### src/design/pinov_pkg.sv
// Constants shared by the port pin override block
package pinov_pkg;
	// ==========================================================
	// Register map (byte addresses)
	localparam logic [3:0] PINOV_DIR_OFS  = 4'h0;
	localparam logic [3:0] PINOV_OUT_OFS  = 4'h4;
	localparam logic [3:0] PINOV_IN_OFS   = 4'h8;
	localparam logic [3:0] PINOV_CTRL_OFS = 4'hc;
	// ==========================================================
	// Control register fields
	localparam int PINOV_CTRL_PUKILL = 0;
	localparam int PINOV_CTRL_T2AS   = 1;
	localparam int PINOV_CTRL_EXTERNAL_CLOCK_INPUT_SELECT  = 2;
	localparam int PINOV_CTRL_MOSC   = 3;
	localparam int PINOV_CTRL_W      = 4;
	// ==========================================================
	// Reset values
	localparam logic [7:0] PINOV_DIR_RST  = 8'h00;
	localparam logic [7:0] PINOV_OUT_RST  = 8'h00;
	localparam logic [3:0] PINOV_CTRL_RST = 4'h0;
	// ==========================================================
	// Bus responses
	localparam logic [1:0] PINOV_RESP_OKAY   = 2'h0;
	localparam logic [1:0] PINOV_RESP_SLVERR = 2'h2;
	// ==========================================================
	// Pin roles
	localparam int PINOV_PIN_DIVIDED_CLOCK_OUT = 0;
	localparam int PINOV_PIN_T1A  = 1;
	localparam int PINOV_PIN_T1B  = 2;
	localparam int PINOV_PIN_T2A  = 3;
	localparam int PINOV_PIN_MISO = 4;
	localparam int PINOV_PIN_SCK  = 5;
	localparam int PINOV_PIN_OSC  = 7;
	// Direction, output value, pull kill giving a pull-up
	localparam logic [2:0] PINOV_PULLUP_CODE = 3'b010;
	// Cycles after wake in which the unclamped level is looked for
	localparam logic [1:0] PINOV_WAKE_WIN = 2'h3;
endpackage

### src/design/pinov_port.sv
// Eight-pin port with peripheral override logic and AXI4-Lite registers
`timescale 1ns/100ps

module pinov_port
	import pinov_pkg::*;
#(
	parameter int PINS = 8
) (
	input  wire logic              aclk,
	input  wire logic              aresetn,
	input  wire logic [3:0]        s_axi_awaddr,
	input  wire logic              s_axi_awvalid,
	output logic                   s_axi_awready,
	input  wire logic [31:0]       s_axi_wdata,
	input  wire logic [3:0]        s_axi_wstrb,
	input  wire logic              s_axi_wvalid,
	output logic                   s_axi_wready,
	output logic [1:0]             s_axi_bresp,
	output logic                   s_axi_bvalid,
	input  wire logic              s_axi_bready,
	input  wire logic [3:0]        s_axi_araddr,
	input  wire logic              s_axi_arvalid,
	output logic                   s_axi_arready,
	output logic [31:0]            s_axi_rdata,
	output logic [1:0]             s_axi_rresp,
	output logic                   s_axi_rvalid,
	input  wire logic              s_axi_rready,
	input  wire logic              sleep_clamp,
	input  wire logic [PINS-1:0]   ext_int_enable,
	input  wire logic [PINS-1:0]   ext_int_edge_mode,
	input  wire logic [PINS-1:0]   pullup_override_en,
	input  wire logic [PINS-1:0]   pullup_override_val,
	input  wire logic [PINS-1:0]   direction_override_en,
	input  wire logic [PINS-1:0]   direction_override_val,
	input  wire logic [PINS-1:0]   value_override_en,
	input  wire logic [PINS-1:0]   value_override_val,
	input  wire logic [PINS-1:0]   port_toggle_override_en,
	input  wire logic [PINS-1:0]   input_enable_override_en,
	input  wire logic [PINS-1:0]   input_enable_override_val,
	input  wire logic [PINS-1:0]   analog_link_oe,
	input  wire logic [PINS-1:0]   analog_link_drive,
	input  wire logic              timer2_match_a_en,
	input  wire logic              timer2_match_a_out,
	input  wire logic              timer1_match_b_en,
	input  wire logic              timer1_match_b_out,
	input  wire logic              timer1_match_a_en,
	input  wire logic              timer1_match_a_out,
	input  wire logic              divided_clock_en,
	input  wire logic              divided_clock_out,
	input  wire logic [PINS-1:0]   pad_in,
	output logic [PINS-1:0]        pad_out,
	output logic [PINS-1:0]        pad_oe,
	output logic [PINS-1:0]        pad_pullup_en,
	output logic [PINS-1:0]        alt_function_input_tap,
	output logic [PINS-1:0]        analog_pad_link,
	output logic [PINS-1:0]        ext_int_wake_set,
	output logic                   timer1_capture_in,
	output logic                   spi_sck_in,
	output logic                   spi_miso_in
);
	// ==========================================================
	// Storage
	logic [PINS-1:0]        direction_bit_reg;
	logic [PINS-1:0]        output_value_bit_reg;
	logic [PINS-1:0]        in_meta_reg;
	logic [PINS-1:0]        input_sample_bit_reg;
	logic [PINS-1:0]        in_prev_reg;
	logic [PINS-1:0]        input_en_reg;
	logic [PINOV_CTRL_W-1:0] ctrl_reg;
	logic                   sleep_prev_reg;
	logic [1:0]             wake_win_reg;
	logic [3:0]             wr_addr_reg;
	logic [31:0]            wr_data_reg;
	logic [3:0]             wr_strb_reg;
	logic                   aw_held_reg;
	logic                   w_held_reg;

	logic [PINS-1:0] dir_next;
	logic [PINS-1:0] val_next;
	logic [PINS-1:0] pull_next;
	logic [PINS-1:0] die_next;
	logic [PINS-1:0] alt_en;
	logic [PINS-1:0] alt_val;
	logic [PINS-1:0] rd_mask;
	logic            global_pullup_kill;
	logic            pin7_is_clock;
	logic            wr_fire;
	logic            wr_in_toggle;
	logic [31:0]     rd_next;
	logic [1:0]      rd_resp_next;

	assign global_pullup_kill = ctrl_reg[PINOV_CTRL_PUKILL];
	assign pin7_is_clock = (ctrl_reg[PINOV_CTRL_T2AS] & ~ctrl_reg[PINOV_CTRL_EXTERNAL_CLOCK_INPUT_SELECT])
		| ctrl_reg[PINOV_CTRL_MOSC];

	// ==========================================================
	// Alternate function map
	// fixed pin map
	always_comb begin
		alt_en  = '0;
		alt_val = '0;
		alt_en[PINOV_PIN_T2A]   = timer2_match_a_en;
		alt_val[PINOV_PIN_T2A]  = timer2_match_a_out;
		alt_en[PINOV_PIN_T1B]   = timer1_match_b_en;
		alt_val[PINOV_PIN_T1B]  = timer1_match_b_out;
		alt_en[PINOV_PIN_T1A]   = timer1_match_a_en;
		alt_val[PINOV_PIN_T1A]  = timer1_match_a_out;
		alt_en[PINOV_PIN_DIVIDED_CLOCK_OUT]  = divided_clock_en;
		alt_val[PINOV_PIN_DIVIDED_CLOCK_OUT] = divided_clock_out;
	end

	// ==========================================================
	// Per-pin override network
	// per-pin overrides, shared kill
	genvar gi;
	generate
		for (gi = 0; gi < PINS; gi++) begin : g_pin
			logic is_clk;
			logic v_en;
			logic v_val;
			assign is_clk = (gi == PINOV_PIN_OSC) && pin7_is_clock;
			assign v_en   = value_override_en[gi] | alt_en[gi];
			assign v_val  = value_override_en[gi] ? value_override_val[gi] : alt_val[gi];
			assign dir_next[gi] = is_clk ? 1'b0 : analog_link_oe[gi] ? 1'b1 :
				direction_override_en[gi] ? direction_override_val[gi] :
				direction_bit_reg[gi];
			assign val_next[gi] = analog_link_oe[gi] ? analog_link_drive[gi] :
				v_en ? v_val : output_value_bit_reg[gi];
			assign pull_next[gi] = is_clk ? 1'b0 :
				pullup_override_en[gi] ? pullup_override_val[gi] :
				({direction_bit_reg[gi], output_value_bit_reg[gi], global_pullup_kill}
				== PINOV_PULLUP_CODE);
			assign die_next[gi] = is_clk ? 1'b0 :
				input_enable_override_en[gi] ? input_enable_override_val[gi] :
				~(sleep_clamp & ~ext_int_enable[gi]);
			assign rd_mask[gi] = ~is_clk;
		end
	endgenerate

	// ==========================================================
	// Pad drivers
	// reset forces tri-state, no pull
	always_ff @(posedge aclk) begin
		if (!aresetn) begin
			pad_oe        <= '0;
			pad_out       <= '0;
			pad_pullup_en <= '0;
			input_en_reg  <= '0;
		end else begin
			pad_oe        <= dir_next;
			pad_out       <= val_next;
			pad_pullup_en <= pull_next;
			input_en_reg  <= die_next;
		end
	end

	// ==========================================================
	// Input path
	// tap ahead of the synchroniser
	always_ff @(posedge aclk) begin
		if (!aresetn) begin
			alt_function_input_tap <= '0;
			analog_pad_link        <= '0;
			in_meta_reg            <= '0;
			input_sample_bit_reg   <= '0;
			in_prev_reg            <= '0;
		end else begin
			alt_function_input_tap <= pad_in & input_en_reg;
			analog_pad_link        <= pad_in;
			in_meta_reg            <= pad_in & input_en_reg;
			input_sample_bit_reg   <= in_meta_reg;
			in_prev_reg            <= input_sample_bit_reg;
		end
	end

	// Peripherals synchronise these themselves
	always_ff @(posedge aclk) begin
		if (!aresetn) begin
			timer1_capture_in <= 1'b0;
			spi_sck_in        <= 1'b0;
			spi_miso_in       <= 1'b0;
		end else begin
			timer1_capture_in <= pad_in[PINOV_PIN_DIVIDED_CLOCK_OUT] & input_en_reg[PINOV_PIN_DIVIDED_CLOCK_OUT];
			spi_sck_in        <= pad_in[PINOV_PIN_SCK] & input_en_reg[PINOV_PIN_SCK];
			spi_miso_in       <= pad_in[PINOV_PIN_MISO] & input_en_reg[PINOV_PIN_MISO];
		end
	end

	// ==========================================================
	// Wake flag
	// Clamp held the input low, so the first high after wake is an edge
	always_ff @(posedge aclk) begin
		if (!aresetn) begin
			sleep_prev_reg   <= 1'b0;
			wake_win_reg     <= '0;
			ext_int_wake_set <= '0;
		end else begin
			sleep_prev_reg <= sleep_clamp;
			if (sleep_prev_reg && !sleep_clamp) begin
				wake_win_reg <= PINOV_WAKE_WIN;
			end else if (wake_win_reg != 2'h0) begin
				wake_win_reg <= wake_win_reg - 2'h1;
			end
			ext_int_wake_set <= {PINS{wake_win_reg != 2'h0}} & input_sample_bit_reg
				& ~in_prev_reg & ext_int_edge_mode & ~ext_int_enable;
		end
	end

	// ==========================================================
	// AXI4-Lite write channel
	assign wr_fire = aw_held_reg && w_held_reg && !s_axi_bvalid;
	assign wr_in_toggle = wr_fire && wr_addr_reg == PINOV_IN_OFS && wr_strb_reg[0];

	always_ff @(posedge aclk) begin
		if (!aresetn) begin
			aw_held_reg   <= 1'b0;
			w_held_reg    <= 1'b0;
			s_axi_awready <= 1'b0;
			s_axi_wready  <= 1'b0;
			s_axi_bvalid  <= 1'b0;
			s_axi_bresp   <= PINOV_RESP_OKAY;
			wr_addr_reg   <= '0;
			wr_data_reg   <= '0;
			wr_strb_reg   <= '0;
		end else begin
			s_axi_awready <= !aw_held_reg && !s_axi_awready && s_axi_awvalid;
			s_axi_wready  <= !w_held_reg && !s_axi_wready && s_axi_wvalid;
			if (s_axi_awvalid && s_axi_awready) begin
				aw_held_reg <= 1'b1;
				wr_addr_reg <= s_axi_awaddr;
			end
			if (s_axi_wvalid && s_axi_wready) begin
				w_held_reg  <= 1'b1;
				wr_data_reg <= s_axi_wdata;
				wr_strb_reg <= s_axi_wstrb;
			end
			if (wr_fire) begin
				aw_held_reg  <= 1'b0;
				w_held_reg   <= 1'b0;
				s_axi_bvalid <= 1'b1;
				s_axi_bresp  <= (wr_addr_reg[1:0] != 2'h0) ? PINOV_RESP_SLVERR
					: PINOV_RESP_OKAY;
			end else if (s_axi_bready) begin
				s_axi_bvalid <= 1'b0;
			end
		end
	end

	// ==========================================================
	// Register writes
	// one strobe per register for all pins
	always_ff @(posedge aclk) begin
		if (!aresetn) begin
			direction_bit_reg <= PINOV_DIR_RST;
			ctrl_reg          <= PINOV_CTRL_RST;
		end else if (wr_fire && wr_strb_reg[0]) begin
			if (wr_addr_reg == PINOV_DIR_OFS) begin
				direction_bit_reg <= wr_data_reg[PINS-1:0];
			end
			if (wr_addr_reg == PINOV_CTRL_OFS) begin
				ctrl_reg <= wr_data_reg[PINOV_CTRL_W-1:0];
			end
		end
	end

	// Toggles stack on top of a plain write in the same cycle
	always_ff @(posedge aclk) begin
		if (!aresetn) begin
			output_value_bit_reg <= PINOV_OUT_RST;
		end else if (wr_fire && wr_strb_reg[0] && wr_addr_reg == PINOV_OUT_OFS) begin
			output_value_bit_reg <= wr_data_reg[PINS-1:0] ^ port_toggle_override_en;
		end else begin
			output_value_bit_reg <= output_value_bit_reg ^ port_toggle_override_en
				^ (wr_in_toggle ? wr_data_reg[PINS-1:0] : '0);
		end
	end

	// ==========================================================
	// AXI4-Lite read channel
	// clock pin reads zero
	always_comb begin
		rd_next      = '0;
		rd_resp_next = PINOV_RESP_OKAY;
		case (s_axi_araddr)
			PINOV_DIR_OFS:  rd_next[PINS-1:0] = direction_bit_reg & rd_mask;
			PINOV_OUT_OFS:  rd_next[PINS-1:0] = output_value_bit_reg & rd_mask;
			PINOV_IN_OFS:   rd_next[PINS-1:0] = input_sample_bit_reg & rd_mask;
			PINOV_CTRL_OFS: rd_next[PINOV_CTRL_W-1:0] = ctrl_reg;
			default:        rd_resp_next = PINOV_RESP_SLVERR;
		endcase
	end

	always_ff @(posedge aclk) begin
		if (!aresetn) begin
			s_axi_arready <= 1'b0;
			s_axi_rvalid  <= 1'b0;
			s_axi_rdata   <= '0;
			s_axi_rresp   <= PINOV_RESP_OKAY;
		end else begin
			s_axi_arready <= !s_axi_rvalid && !s_axi_arready && s_axi_arvalid;
			if (s_axi_arvalid && s_axi_arready) begin
				s_axi_rvalid <= 1'b1;
				s_axi_rdata  <= rd_next;
				s_axi_rresp  <= rd_resp_next;
			end else if (s_axi_rready) begin
				s_axi_rvalid <= 1'b0;
			end
		end
	end
endmodule

### config.mk
export PLATFORM = sky130hd
export DESIGN_NAME = pinov_port
export DESIGN_NICKNAME = d
export VERILOG_FILES = /design/src/design/pinov_pkg.sv /design/src/design/pinov_port.sv
export SDC_FILE = /design/constraint.sdc
export NUM_CORES = 1
export LEC_CHECK = 0
export BUFFER_PORTS_ARGS = -buffer_cell sky130_fd_sc_hd__buf_2
export CAP_MARGIN = 20
export CORE_ASPECT_RATIO = 0.7
export CORE_UTILIZATION = 47
export CTS_CLUSTER_SIZE = 12
export DETAILED_ROUTE_END_ITERATION = 10
export PLACE_DENSITY = 0.8
export SYNTH_ARGS = -nofsm -noshare
export SYNTH_HDL_FRONTEND = slang
export SYNTH_SLANG_ARGS = --single-unit
### constraint.sdc
create_clock -name aclk -period 1.7 [get_ports aclk]
set_input_delay 0.085 -clock aclk [delete_from_list [all_inputs] [get_ports aclk]]
set_output_delay 0.085 -clock aclk [all_outputs]
set_load 0.01 [all_outputs]
# --- Word level (Yosys, flattened, before mapping) ---
# Index checks and enable logic that the tools add are counted.
totals:
  word_cells: 197
  out_inout_bits: 92
  in_bits: 172
  regBits: 130
op_classes:
  addsub: 1
  bitwise: 49
  reduce_logical: 36
  muxes: 64
  eq_ne: 14
ops:
  columns: ["cell", "count"]
  rows:
  - ["8-bit AND", 8]
  - ["1-bit 2-to-1 mux", 56]
  - ["3-bit by 2-bit equality test with 1-bit output (second input constant)", 8]
  - ["8-bit XOR", 3]
  - ["1-bit NOT", 19]
  - ["4-bit equality test (second input constant)", 4]
  - ["1-bit logical AND", 16]
  - ["8-bit 2-to-1 mux", 2]
  - ["8-bit NOT", 2]
  - ["4-bit case mux with 4 select lines", 1]
  - ["1-bit AND", 12]
  - ["4-bit case mux with 3 select lines", 1]
  - ["2-bit nonzero test", 5]
  - ["4-bit by 3-bit equality test with 1-bit output (second input constant)", 2]
  - ["1-bit zero test", 8]
  - ["4-bit zero test", 2]
  - ["2-bit 2-to-1 mux", 4]
  - ["1-bit bitwise OR", 5]
  - ["2-bit AND reduction", 2]
  - ["2-bit OR reduction", 2]
  - ["4-bit OR reduction", 1]
  - ["2-bit by 1-bit subtractor with 2-bit output (second input constant)", 1]

# --- Depth between registers and ports, before layout ---
# Gate-level depths: netlist of run 1.
depth:
  word_depth: 7
  mapped_depth: 6
  ltp_nobuf: 4

# --- Worst setup path before layout of run 1 ---
# OpenSTA, ideal clock, no wires.
synth_timing:
  path_kind: "reg2reg"
  startpoint: "register s_axi_bvalid"
  endpoint: "register output_value_bit_reg[7]"
  setup_ns: 0.134
  path_stages_with_launch: 6
  path_slack_ns: 0.159
  n_path_buf: 1
  t_arrival_ns: 1.406
  period_less_slack_ns: 1.541
  required_ns: 1.566
  cell_sequence: "dfxtp_1 -> and3b_1 -> buf_2 -> o2111ai_1 -> o32ai_1 -> or4b_1"
synth_via:
  elab_chain_cells: 7
  elab_cells_between_ends: 9
  classes_between: "2 x mux; 1 x bitwise; 6 x reduce/logical"
synth_rtl:
  columns: ["item", "line_no", "source"]
  rows:
  - ["start: declaration", "pinov_port.sv:19", "output logic s_axi_bvalid,"]
  - ["start signal: assignment", "pinov_port.sv:220", "s_axi_bvalid <= 1'b0;"]
  - ["start signal: assignment", "pinov_port.sv:240", "s_axi_bvalid <= 1'b1;"]
  - ["start signal: assignment", "pinov_port.sv:244", "s_axi_bvalid <= 1'b0;"]
  - ["1-bit zero test *", "pinov_port.sv:211", "assign wr_fire = aw_held_reg && w_held_reg && !s_axi_bvalid;"]
  - ["1-bit logical AND *", "pinov_port.sv:211", null]
  - ["1-bit logical AND (2 in a row)", "pinov_port.sv:212", "assign wr_in_toggle = wr_fire && wr_addr_reg == PINOV_IN_OFS && wr_strb_reg[0];"]
  - ["8-bit 2-to-1 mux", "pinov_port.sv:274", "^ (wr_in_toggle ? wr_data_reg[PINS-1:0] : '0);"]
  - ["8-bit XOR", "pinov_port.sv:274", null]
  - ["8-bit 2-to-1 mux *", "pinov_port.sv:270", "end else if (wr_fire && wr_strb_reg[0] && wr_addr_reg == PINOV_OUT_OFS) begin"]
  - ["end signal: assignment", "pinov_port.sv:271", "output_value_bit_reg <= wr_data_reg[PINS-1:0] ^ port_toggle_override_en;"]
  - ["end signal: assignment", "pinov_port.sv:273", "output_value_bit_reg <= output_value_bit_reg ^ port_toggle_override_en"]
  - ["end: declaration", "pinov_port.sv:64", "logic [PINS-1:0] output_value_bit_reg;"]
# Mark *: on every way between the ends. The rest lies on a longest branch, timed or not.
# A chain may end at the register's enable or synchronous reset.

# --- Worst setup path after layout of run 1 ---
layout_timing:
  startpoint: "register ctrl_reg[0]"
  endpoint: "register pad_pullup_en[0]"
layout_via:
  elab_chain_cells: 2
layout_rtl:
  columns: ["item", "line_no", "source"]
  rows:
  - ["start: declaration", "pinov_port.sv:69", "logic [PINOV_CTRL_W-1:0] ctrl_reg;"]
  - ["start signal: assignment", "pinov_port.sv:261", "ctrl_reg <= wr_data_reg[PINOV_CTRL_W-1:0];"]
  - ["3-bit by 2-bit equality test with 1-bit output", "pinov_port.sv:132", "== PINOV_PULLUP_CODE);"]
  - ["1-bit 2-to-1 mux", "pinov_port.sv:130", "pullup_override_en[gi] ? pullup_override_val[gi] :"]
  - ["end signal: assignment", "pinov_port.sv:152", "pad_pullup_en <= pull_next;"]
  - ["end: declaration", "pinov_port.sv:53", "output logic [PINS-1:0] pad_pullup_en,"]
# Every way passes these cells.

==> impl_metrics.csv, run 1 <==
group,metric,value,unit
place,io_buffer_count,210,
clocking,clk_pin_slew,0.06,ns
worst_setup_path,slowest_delay,0.57,ns
sta,final-setup-viol-count,0,
floorplan,die_y,94.3,um
worst_setup_path,cp_max_fo,9,
worst_setup_path,critPathLaunchType,"register",
power,intPower,6.25,mW
clocking,cts.sinks,125,
drt,vias,5588,
logic_synthesis,ys_ff_latch,125,
drt,drtIter0Drc,384,
drt,drcViolationCount,0,
clocking,cts_buffers,17,
floorplan,die-area,12600,um^2
power,power_per_cell_area,979,nW/um^2
logic_synthesis,synth_seq_area_share,43.8,%
logic_synthesis,synth_ff_type,"dfxtp_1",
floorplan,die_x,134,um
drt,first_pass_iters,5,
worst_setup_path,path_cells,"buf_4 -> nor4b_1 -> a21oi_1 -> dlygate4sd3_1 -> nor2b_1",
floorplan,start_util,48.6,%
logic_synthesis,syn_avg_cell_area,9.36,um^2
clocking,insertion_delay,0.41,ns
power,ir_worst_vdd,876,uV
power,finalPower,8.33,mW
sta,slew_violations,0,
worst_setup_path,crit_arrival,2.00,ns
sta,fmax,604,MHz
power,p_clk_share,46.6,%
worst_hold_path,hold_path_class,"in2reg",
sta,fin_skew,0.0120,ns
logic_synthesis,netlist_instances,611,
place,dp_slack,0.107,ns
finish,nets,1089,
sta,finalCritPeriodShare,97.3,%
floorplan,core_region_area,11800,um^2
global_route,grt_max_degree,43,
power,p_leak,3.98,nW
logic_synthesis,synthesis.area,5720,um^2
power,power_frac_seq,38.9,%
worst_setup_path,crit_slowest_cell,"dlygate4sd3_1",
power,pwr-share-comb,14.5,%
clocking,ctsHtreeMaxLevel,4,
power,netSwitchingFraction,25.0,%
outcome,status,"complete, no violations",
finish,area_delta_synth_final,48.7,%
drt,viasPerCell,5.15,
clocking,cts_tree,"done",
worst_setup_path,crit_type,"reg2reg",
finish,antennaDiodeCount,0,
logic_synthesis,ys_warn_count,0,
worst_setup_path,worst_setup_path_end_kind,"register",
global_route,grt_pass1_vias,5307,
floorplan,row_count,33,
sta,hold_viol_final,0,
finish,drive_above_1_share,31.0,%
global_route,grt_overflow,0,
floorplan,ioPinCount,264,
clocking,clockRootBuffer,"clkbuf_16",
worst_setup_path,cp.required,2.04,ns
place,place_congestion,0.802,
logic_synthesis,synth-edff-count,0,
finish,postLayoutCoreUtil,72.3,%
global_route,antenna_found_initial,0,
drt,drt-wirelength-per-cell,15.6,um
drt,drt_wl_total,17.0,mm
logic_synthesis,async_flop_share,0,%
sta,fin_crit,1.65,ns
worst_setup_path,cp_top_family,"buffers and inverters",
run,drv_cap,0,
sta,fin_hold_ws,0.0160,ns
global_route,grt_pass1_wl,26.1,mm
power,p_switching,2.09,mW
worst_setup_path,reg2reg_slack,0.05,ns
sta,fin_tns_setup,0,ns
sta,finalWorstSetupSlack,0.0451,ns
finish,final_common_cell,"buf_2",
finish,layout_common_cells,"buf_2 (209), dfxtp_1 (124), dlygate4sd3_1 (97)",
place,dpl.hpwl,10.8,mm
global_route,track_usage,26.7,%
logic_synthesis,ys_types,47,
drt,postRouteAntennaNets,0,
worst_setup_path,crit_buf_inv,2,
clocking,cts_buffer_depth,2,
-- cells in the mapped netlist, types with 3 or more instances --
cell       count  area, um^2
and4bb_2       7        87.6
buf_4         29         218
and2_1        30         188
nor2_1        16        60.1
buf_2          7        35.0
nand3b_1      17         128
mux2_2         8        90.1
mux4_2         4        90.1
nor3b_1        9        67.6
clkbuf_1      25        93.8
o2bb2ai_1      3        26.3
a31oi_1        7        43.8
dfxtp_1      125        2500
nand3_1       12        60.1
a21boi_1       7        52.6
nor2b_1       42         263
a21boi_0       9        67.6
o21a_1         9        67.6
and3_1         8        50.1
mux2i_1       27         270
a22oi_1       16         120
and3b_1       16         140
o21ai_0       16        80.1
o2111ai_1     15         131
nand2b_1       6        37.5
nor4b_1        8        70.1
nand2_1       48         180
a21oi_1       12        60.1
nand4b_1       7        61.3
nor3_1        32         160
inv_1         17        63.8
-- final cells by class --
| cell class | instances | area, um^2 |
|---|---|---|
| inverter | 17 | 63.8 |
| clock inverter | 14 | 206 |
| multi-input combinational | 433 | 2950 |
| timing repair buffer | 322 | 2160 |
| tap | 157 | 196 |
| fill | 855 | 3260 |
| clock buffer | 18 | 429 |
| sequential | 125 | 2500 |
-- worst min-delay path, cell delays in order --
cell and delay, ns:
buf_2 0.08, nand2_1 0.06, o21ai_0 0.06, and2_1 0.11
-- final timing paths --
kind,startpoint,endpoint,cells past startpoint
max,ctrl_reg[0]$_SDFFE_PN0P_,pad_pullup_en[0]$_SDFF_PN0_,5
min,analog_link_drive[4],pad_out[4]$_SDFF_PN0_,4
max reg2reg,ctrl_reg[0]$_SDFFE_PN0P_,pad_pullup_en[0]$_SDFF_PN0_,5
min reg2reg,in_prev_reg[7]$_SDFF_PN0_,ext_int_wake_set[7]$_SDFF_PN0_,1
-- power by group through the flow --
stage                     clock, mW  combinational (mW)  sequential, mW
final                          3.88                1.20            3.24
after CTS                      3.92                1.16            3.23
after floorplan                   0               0.590            3.28
after global routing           4.07                1.31            3.26
after detailed placement          0               0.968            3.30
after global placement            0               0.947            3.29
-- cell families (layout without fill, tap and decap cells) --
kind of cell	Yosys count	count (layout)	share of synthesized area, %
muxes	39	39	7.88
buffers and inverters	78	371	7.18
AOI/OAI and AO/OA	100	100	12.3
adders and majority gates	1	1	0.219
and+or+nand+nor	266	266	28.4
other	1	26	0.0656
xor gates and xnor gates	1	1	0.153
DFF	125	125	43.8
-- per-layer routing --
layer / wire length [um] / global-route usage (%) / up-vias
met1: 7320 / 32.4 / 2619
li1: - / - / 2736
met4: 195 / 8.33 / 0
met5: 0 / 0 / -
met2: 8340 / 46.4 / 209
met3: 1120 / 6.90 / 24
-- per-stage QoR --
step,instance area [um^2],cells
detailed placement,6850,957
CTS,8460,1086
floorplan,5810,636
global route,8510,1086
global placement,6850,957
finish,8510,1086
-- what timing repair did --
action                                  in CTS  in global routing
endpoints found under the hold margin       73                  0
resized for setup                            0                  9
endpoints found under the setup margin       0                 13
hold buffers                                97                  0
buffers inserted                             0                  0
No activity file was read; power rests on OpenSTA's default activity.
==> run 2, diff against run 1 <==
Settings changed: CELL_PAD_IN_SITES_DETAIL_PLACEMENT from default to 0, CELL_PAD_IN_SITES_GLOBAL_PLACEMENT from default to 1, CORE_ASPECT_RATIO 0.7 to default, CORE_UTILIZATION 47 to 34, SLEW_MARGIN from default to 20.
==> run 2 against run 1 <==
  * Register-to-register slack improved by 0.05 ns
  * Combinational power fell by 6%
  * Hold slack got worse by 0.00091 ns
  * Setup slack improved by 0.046 ns
  * First-iteration DRC count fell by 45%
  * Wire length fell by 3.5%
  * Clock-buffer cell count fell by 1
  * Global-route usage fell by 7.4 points
  * Via count fell by 1.7%
  * Clock skew fell by 0.0021 ns
  * Clock power fell by 6.2%
  * Non-clock buffer count fell by 2
  * Critical path type unchanged
  * Largest cell class unchanged
==> impl_metrics.csv, run 2 (same netlist as run 1, synthesis figures left out) <==
group,metric,value,unit
power,ir_worst_vdd,672,uV
sta,grt_setup_unrepaired,"true",
sta,fmax,622,MHz
sta,fin_tns_setup,0,ns
finish,seq_area,2500,um^2
place,placed_cell_area,6890,um^2
worst_setup_path,slowest_delay,0.57,ns
clocking,cts_tree,"done",
floorplan,start_util,34.6,%
sta,finalWorstSetupSlack,0.0915,ns
sta,hold_viol_final,0,
worst_setup_path,critPathLaunchType,"register",
worst_setup_path,cp.required,2.05,ns
drt,viasPerCell,4.79,
finish,final_common_cell,"buf_2",
worst_setup_path,crit_arrival,1.96,ns
finish,area_delta_synth_final,48.0,%
clocking,ctsHtreeMaxLevel,4,
place,placed_cells_incl_taps,1017,
worst_hold_path,hold_path_class,"in2reg",
sta,finalCritPeriodShare,94.6,%
global_route,track_usage,19.3,%
sta,fin_crit,1.61,ns
worst_setup_path,cp_max_fo,9,
sta,slew_violations,0,
worst_setup_path,crit_type,"reg2reg",
place,dpl.hpwl,11.4,mm
run,drv_cap,0,
global_route,grt_overflow,0,
place,place_congestion,0.759,
finish,multi_input_area,2900,um^2
global_route,antenna_found_initial,0,
global_route,grt_max_degree,54,
floorplan,die_x,132,um
drt,postRouteAntennaNets,0,
finish,drive_above_1_share,30.2,%
finish,layout_common_cells,"buf_2 (209), dfxtp_1 (124), dlygate4sd3_1 (98)",
finish,stdcell_count,1147,
finish,final_cell_area,8460,um^2
clocking,clk_pin_slew,0.06,ns
sta,worst_slew_pin_slew,0.512,ns
worst_setup_path,path_cells,"buf_4 -> nor4b_1 -> a21oi_1 -> dlygate4sd3_1 -> nor2b_1",
floorplan,core_region_area,16500,um^2
clocking,cts_buffers,17,
sta,slew_headroom,65.9,%
drt,drcViolationCount,0,
drt,first_pass_iters,6,
floorplan,row_count,47,
finish,fillCellCount,1527,
floorplan,die_y,132,um
worst_setup_path,crit_slowest_cell,"dlygate4sd3_1",
place,dp_slack,0.117,ns
place,io_buffer_count,210,
outcome,status,"complete, no violations",
power,power_per_cell_area,947,nW/um^2
floorplan,die-area,17300,um^2
drt,vias,5494,
finish,antennaDiodeCount,0,
clocking,cts.sinks,125,
finish,nets,1087,
floorplan,ioPinCount,264,
clocking,clockRootBuffer,"clkbuf_16",
drt,drtIter0Drc,211,
power,p_leak,3.94,nW
drt,drt-wirelength-per-cell,14.3,um
worst_setup_path,worst_setup_path_end_kind,"register",
finish,postLayoutCoreUtil,51.2,%
sta,fin_skew,0.00992,ns
sta,final-setup-viol-count,0,
worst_setup_path,crit_buf_inv,2,
clocking,cts_setup_buffers,0,
drt,drt_wl_total,16.4,mm
worst_setup_path,reg2reg_slack,0.09,ns
worst_setup_path,cp_top_family,"buffers and inverters",
clocking,cts_buffer_depth,2,
global_route,grt_pass1_wl,26.4,mm
global_route,grt_pass1_vias,5306,
clocking,insertion_delay,0.42,ns
run 2: per-layer routing:
metal / up-vias / share of wire [%] / global-route usage (%)
met1: 2539 / 46 / 24.4
met2: 186 / 47 / 31.8
li1: 2750 / - / -
met5: - / 0 / 0
met3: 19 / 4.9 / 4.55
met4: 0 / 1.7 / 6.78
run 2: path summary, 6_finish.rpt:
path,startpoint,end,cells after the start
max,ctrl_reg[0]$_SDFFE_PN0P_,pad_pullup_en[2]$_SDFF_PN0_,5
min,analog_link_drive[7],pad_out[7]$_SDFF_PN0_,4
min reg2reg,in_prev_reg[7]$_SDFF_PN0_,ext_int_wake_set[7]$_SDFF_PN0_,1
max reg2reg,ctrl_reg[0]$_SDFFE_PN0P_,pad_pullup_en[2]$_SDFF_PN0_,5
run 2: metrics by stage:
step	total power, mW	hold WS [ns]
5_1_grt	8.39	0.00417
2_1_floorplan	3.87	0.161
4_1_cts	8.10	0.00352
3_5_place_dp	4.24	0.286
6_report	8.02	0.0151
3_3_place_gp	4.23	0.290
run 2: timing repair:
item | CTS | global route
endpoints found under the hold margin | 74 | 0
hold buffers | 98 | 0
resized for setup | 0 | 2
setup endpoints to repair | 0 | 20
run 2: where the power goes:
| part | internal [mW] | leakage (nW) | switching [mW] |
|---|---|---|---|
| sequential | 3.10 | 1.03 | 0.156 |
| clock | 2.10 | 0.288 | 1.54 |
| combinational | 0.637 | 2.62 | 0.489 |
| total | 5.83 | 3.94 | 2.18 |
run 2: worst reg2reg max path, stage by stage, from the launching register on:
cell	delay (ns)
dfxtp_1	0.32
buf_4	0.19
nor4b_1	0.30
a21oi_1	0.07
dlygate4sd3_1	0.57
nor2b_1	0.11
run 2: cell type report:
class	instances	share of cell area (%)
clock inverters	15	2.01
inverters	17	0.754
well taps	220	3.25
flip-flops and latches	125	29.6
multi-input cells	433	34.3
clock buffers	17	5.03
repair buffers	320	25.1
==> run 3, diff against run 2 <==
Settings changed: CORE_MARGIN from default to 3.
==> run 3 against run 2 <==
  * First-iteration DRC count grew 6.2%
  * Register-to-register slack is essentially flat
  * Clock-buffer cell count is the same
  * Power grew 0.57%
==> impl_metrics.csv, run 3 (same netlist as run 1, synthesis figures left out) <==
group,metric,value,unit
finish,layout_common_cells,"buf_2 (209), dfxtp_1 (125), dlygate4sd3_1 (99)",
clocking,cts_buffer_depth,2,
floorplan,start_util,35.4,%
floorplan,core_region_area,16200,um^2
drt,postRouteAntennaNets,0,
sta,fmax,617,MHz
sta,finalCritPeriodShare,95.3,%
worst_hold_path,hold_path_class,"in2reg",
worst_setup_path,crit_buf_inv,2,
floorplan,die-area,18400,um^2
place,dp_slack,0.0446,ns
worst_setup_path,cp.depth,5,
floorplan,row_count,46,
sta,grt_setup_unrepaired,"false",
sta,slew_violations,0,
finish,fillCellCount,1505,
power,p_leak,3.97,nW
drt,drt-wirelength-per-cell,15.0,um
worst_setup_path,crit_slowest_cell,"dlygate4sd3_1",
power,ir_worst_vdd,738,uV
worst_setup_path,cp_top_family,"buffers and inverters",
run,drv_cap,0,
global_route,grt_overflow,0,
floorplan,die_x,136,um
drt,vias,5465,
worst_setup_path,worst_setup_path_end_kind,"register",
global_route,grt_pass1_wl,26.3,mm
power,power_per_cell_area,946,nW/um^2
worst_setup_path,critPathLaunchType,"register",
worst_hold_path,holdPathStages,4,
drt,viasPerCell,4.76,
worst_setup_path,cp_max_fo,9,
sta,fin_crit,1.62,ns
finish,area_delta_synth_final,49.1,%
finish,drive_above_1_share,30.5,%
drt,drt_wl_total,17.2,mm
drt,first_pass_iters,4,
sta,fin_tns_setup,0,ns
sta,final-setup-viol-count,0,
clocking,cts_tree,"done",
finish,nets,1091,
place,dpl.hpwl,12.3,mm
worst_setup_path,r2r_cells,5,
clocking,ctsHtreeMaxLevel,4,
drt,drtIter0Drc,224,
worst_setup_path,crit_arrival,1.98,ns
sta,fin_skew,0.0113,ns
clocking,cts_setup_buffers,0,
worst_setup_path,path_cells,"buf_4 -> nor4b_1 -> a21oi_1 -> dlygate4sd3_1 -> nor2b_1",
sta,finalWorstSetupSlack,0.0804,ns
global_route,track_usage,18.1,%
clocking,cts.sinks,125,
clocking,cts_buffers,17,
worst_setup_path,cp.required,2.06,ns
global_route,grt_pass1_vias,5311,
worst_setup_path,slowest_delay,0.56,ns
clocking,insertion_delay,0.42,ns
place,place_congestion,0.731,
worst_setup_path,crit_type,"reg2reg",
sta,hold_viol_final,0,
drt,drcViolationCount,0,
floorplan,die_y,136,um
clocking,clk_pin_slew,0.06,ns
clocking,clockRootBuffer,"clkbuf_16",
global_route,antenna_found_initial,2,
outcome,status,"complete, no violations",
floorplan,ioPinCount,264,
global_route,grt_max_degree,58,
place,io_buffer_count,210,
finish,final_common_cell,"buf_2",
run 3: cell count changes in the layout (fill, tap and decap cells not counted), sizes merged:
cell | before | now
clkinvlp | 2 | 3
diode | 0 | 1
dlygate4sd3 | 98 | 99
inv | 27 | 24
buf | 222 | 225
bufinv | 1 | 2
clkinv | 2 | 3
run 3: per-layer routing:
layer / wire (um) / vias up / global-route usage [%]
met3: 1400 / 28 / 5.05
met1: 7280 / 2496 / 21.6
met4: 408 / 2 / 6.83
li1: - / 2748 / -
met5: 8 / - / 0
met2: 8080 / 191 / 30.9
run 3: worst reg2reg max path, cell delays in order (launching register included):
cell	delay, ns
dfxtp_1	0.31
buf_4	0.18
nor4b_1	0.36
a21oi_1	0.06
dlygate4sd3_1	0.56
nor2b_1	0.10
run 3: timing repair:
item	CTS	global route
hold buffers	99	0
endpoints found under the setup margin	0	15
endpoints found under the hold margin	75	0
gates resized for setup	0	3
run 3: per-stage QoR:
step / area, um^2 / hold slack [ns] / utilization (%) / power (mW) / instances
2_1_floorplan: 5810 / 0.161 / - / 3.87 / 636
3_3_place_gp: 6920 / 0.279 / 42.8 / 4.25 / 1016
3_5_place_dp: 6920 / 0.281 / 42.8 / 4.26 / 1016
4_1_cts: 8510 / 0.00619 / 52.6 / 8.14 / 1147
5_1_grt: 8530 / 0.0539 / 52.7 / 8.42 / 1148
6_report: 8530 / 0.0348 / 52.7 / 8.06 / 1148
run 3: final cells by class:
class                      instances  area, um^2  share of cell area, %
antenna                            1        2.50                 0.0294
clock buffer                      17         425                   4.99
clock inverter                    15         178                   2.08
inverter                          17        63.8                  0.748
multi-input combinational        433        2910                   34.2
sequential                       125        2500                   29.4
tap                              216         270                   3.17
timing repair buffer             324        2170                   25.4
run 3: path summary, 6_finish.rpt:
check	startpoint	end	slack (ns)
max reg2reg	ctrl_reg[0]$_SDFFE_PN0P_	pad_pullup_en[0]$_SDFF_PN0_	0.08
max	ctrl_reg[0]$_SDFFE_PN0P_	pad_pullup_en[0]$_SDFF_PN0_	0.08
min	analog_link_drive[7]	pad_out[7]$_SDFF_PN0_	0.03
min reg2reg	in_prev_reg[7]$_SDFF_PN0_	ext_int_wake_set[7]$_SDFF_PN0_	0.40
run 3: report_power, final:
group	leakage, nW	switching (mW)	internal [mW]	total, mW
registers	1.03	0.139	3.10	3.24
logic	2.66	0.507	0.653	1.16
clock network	0.287	1.45	2.21	3.66
total	3.97	2.10	5.96	8.06
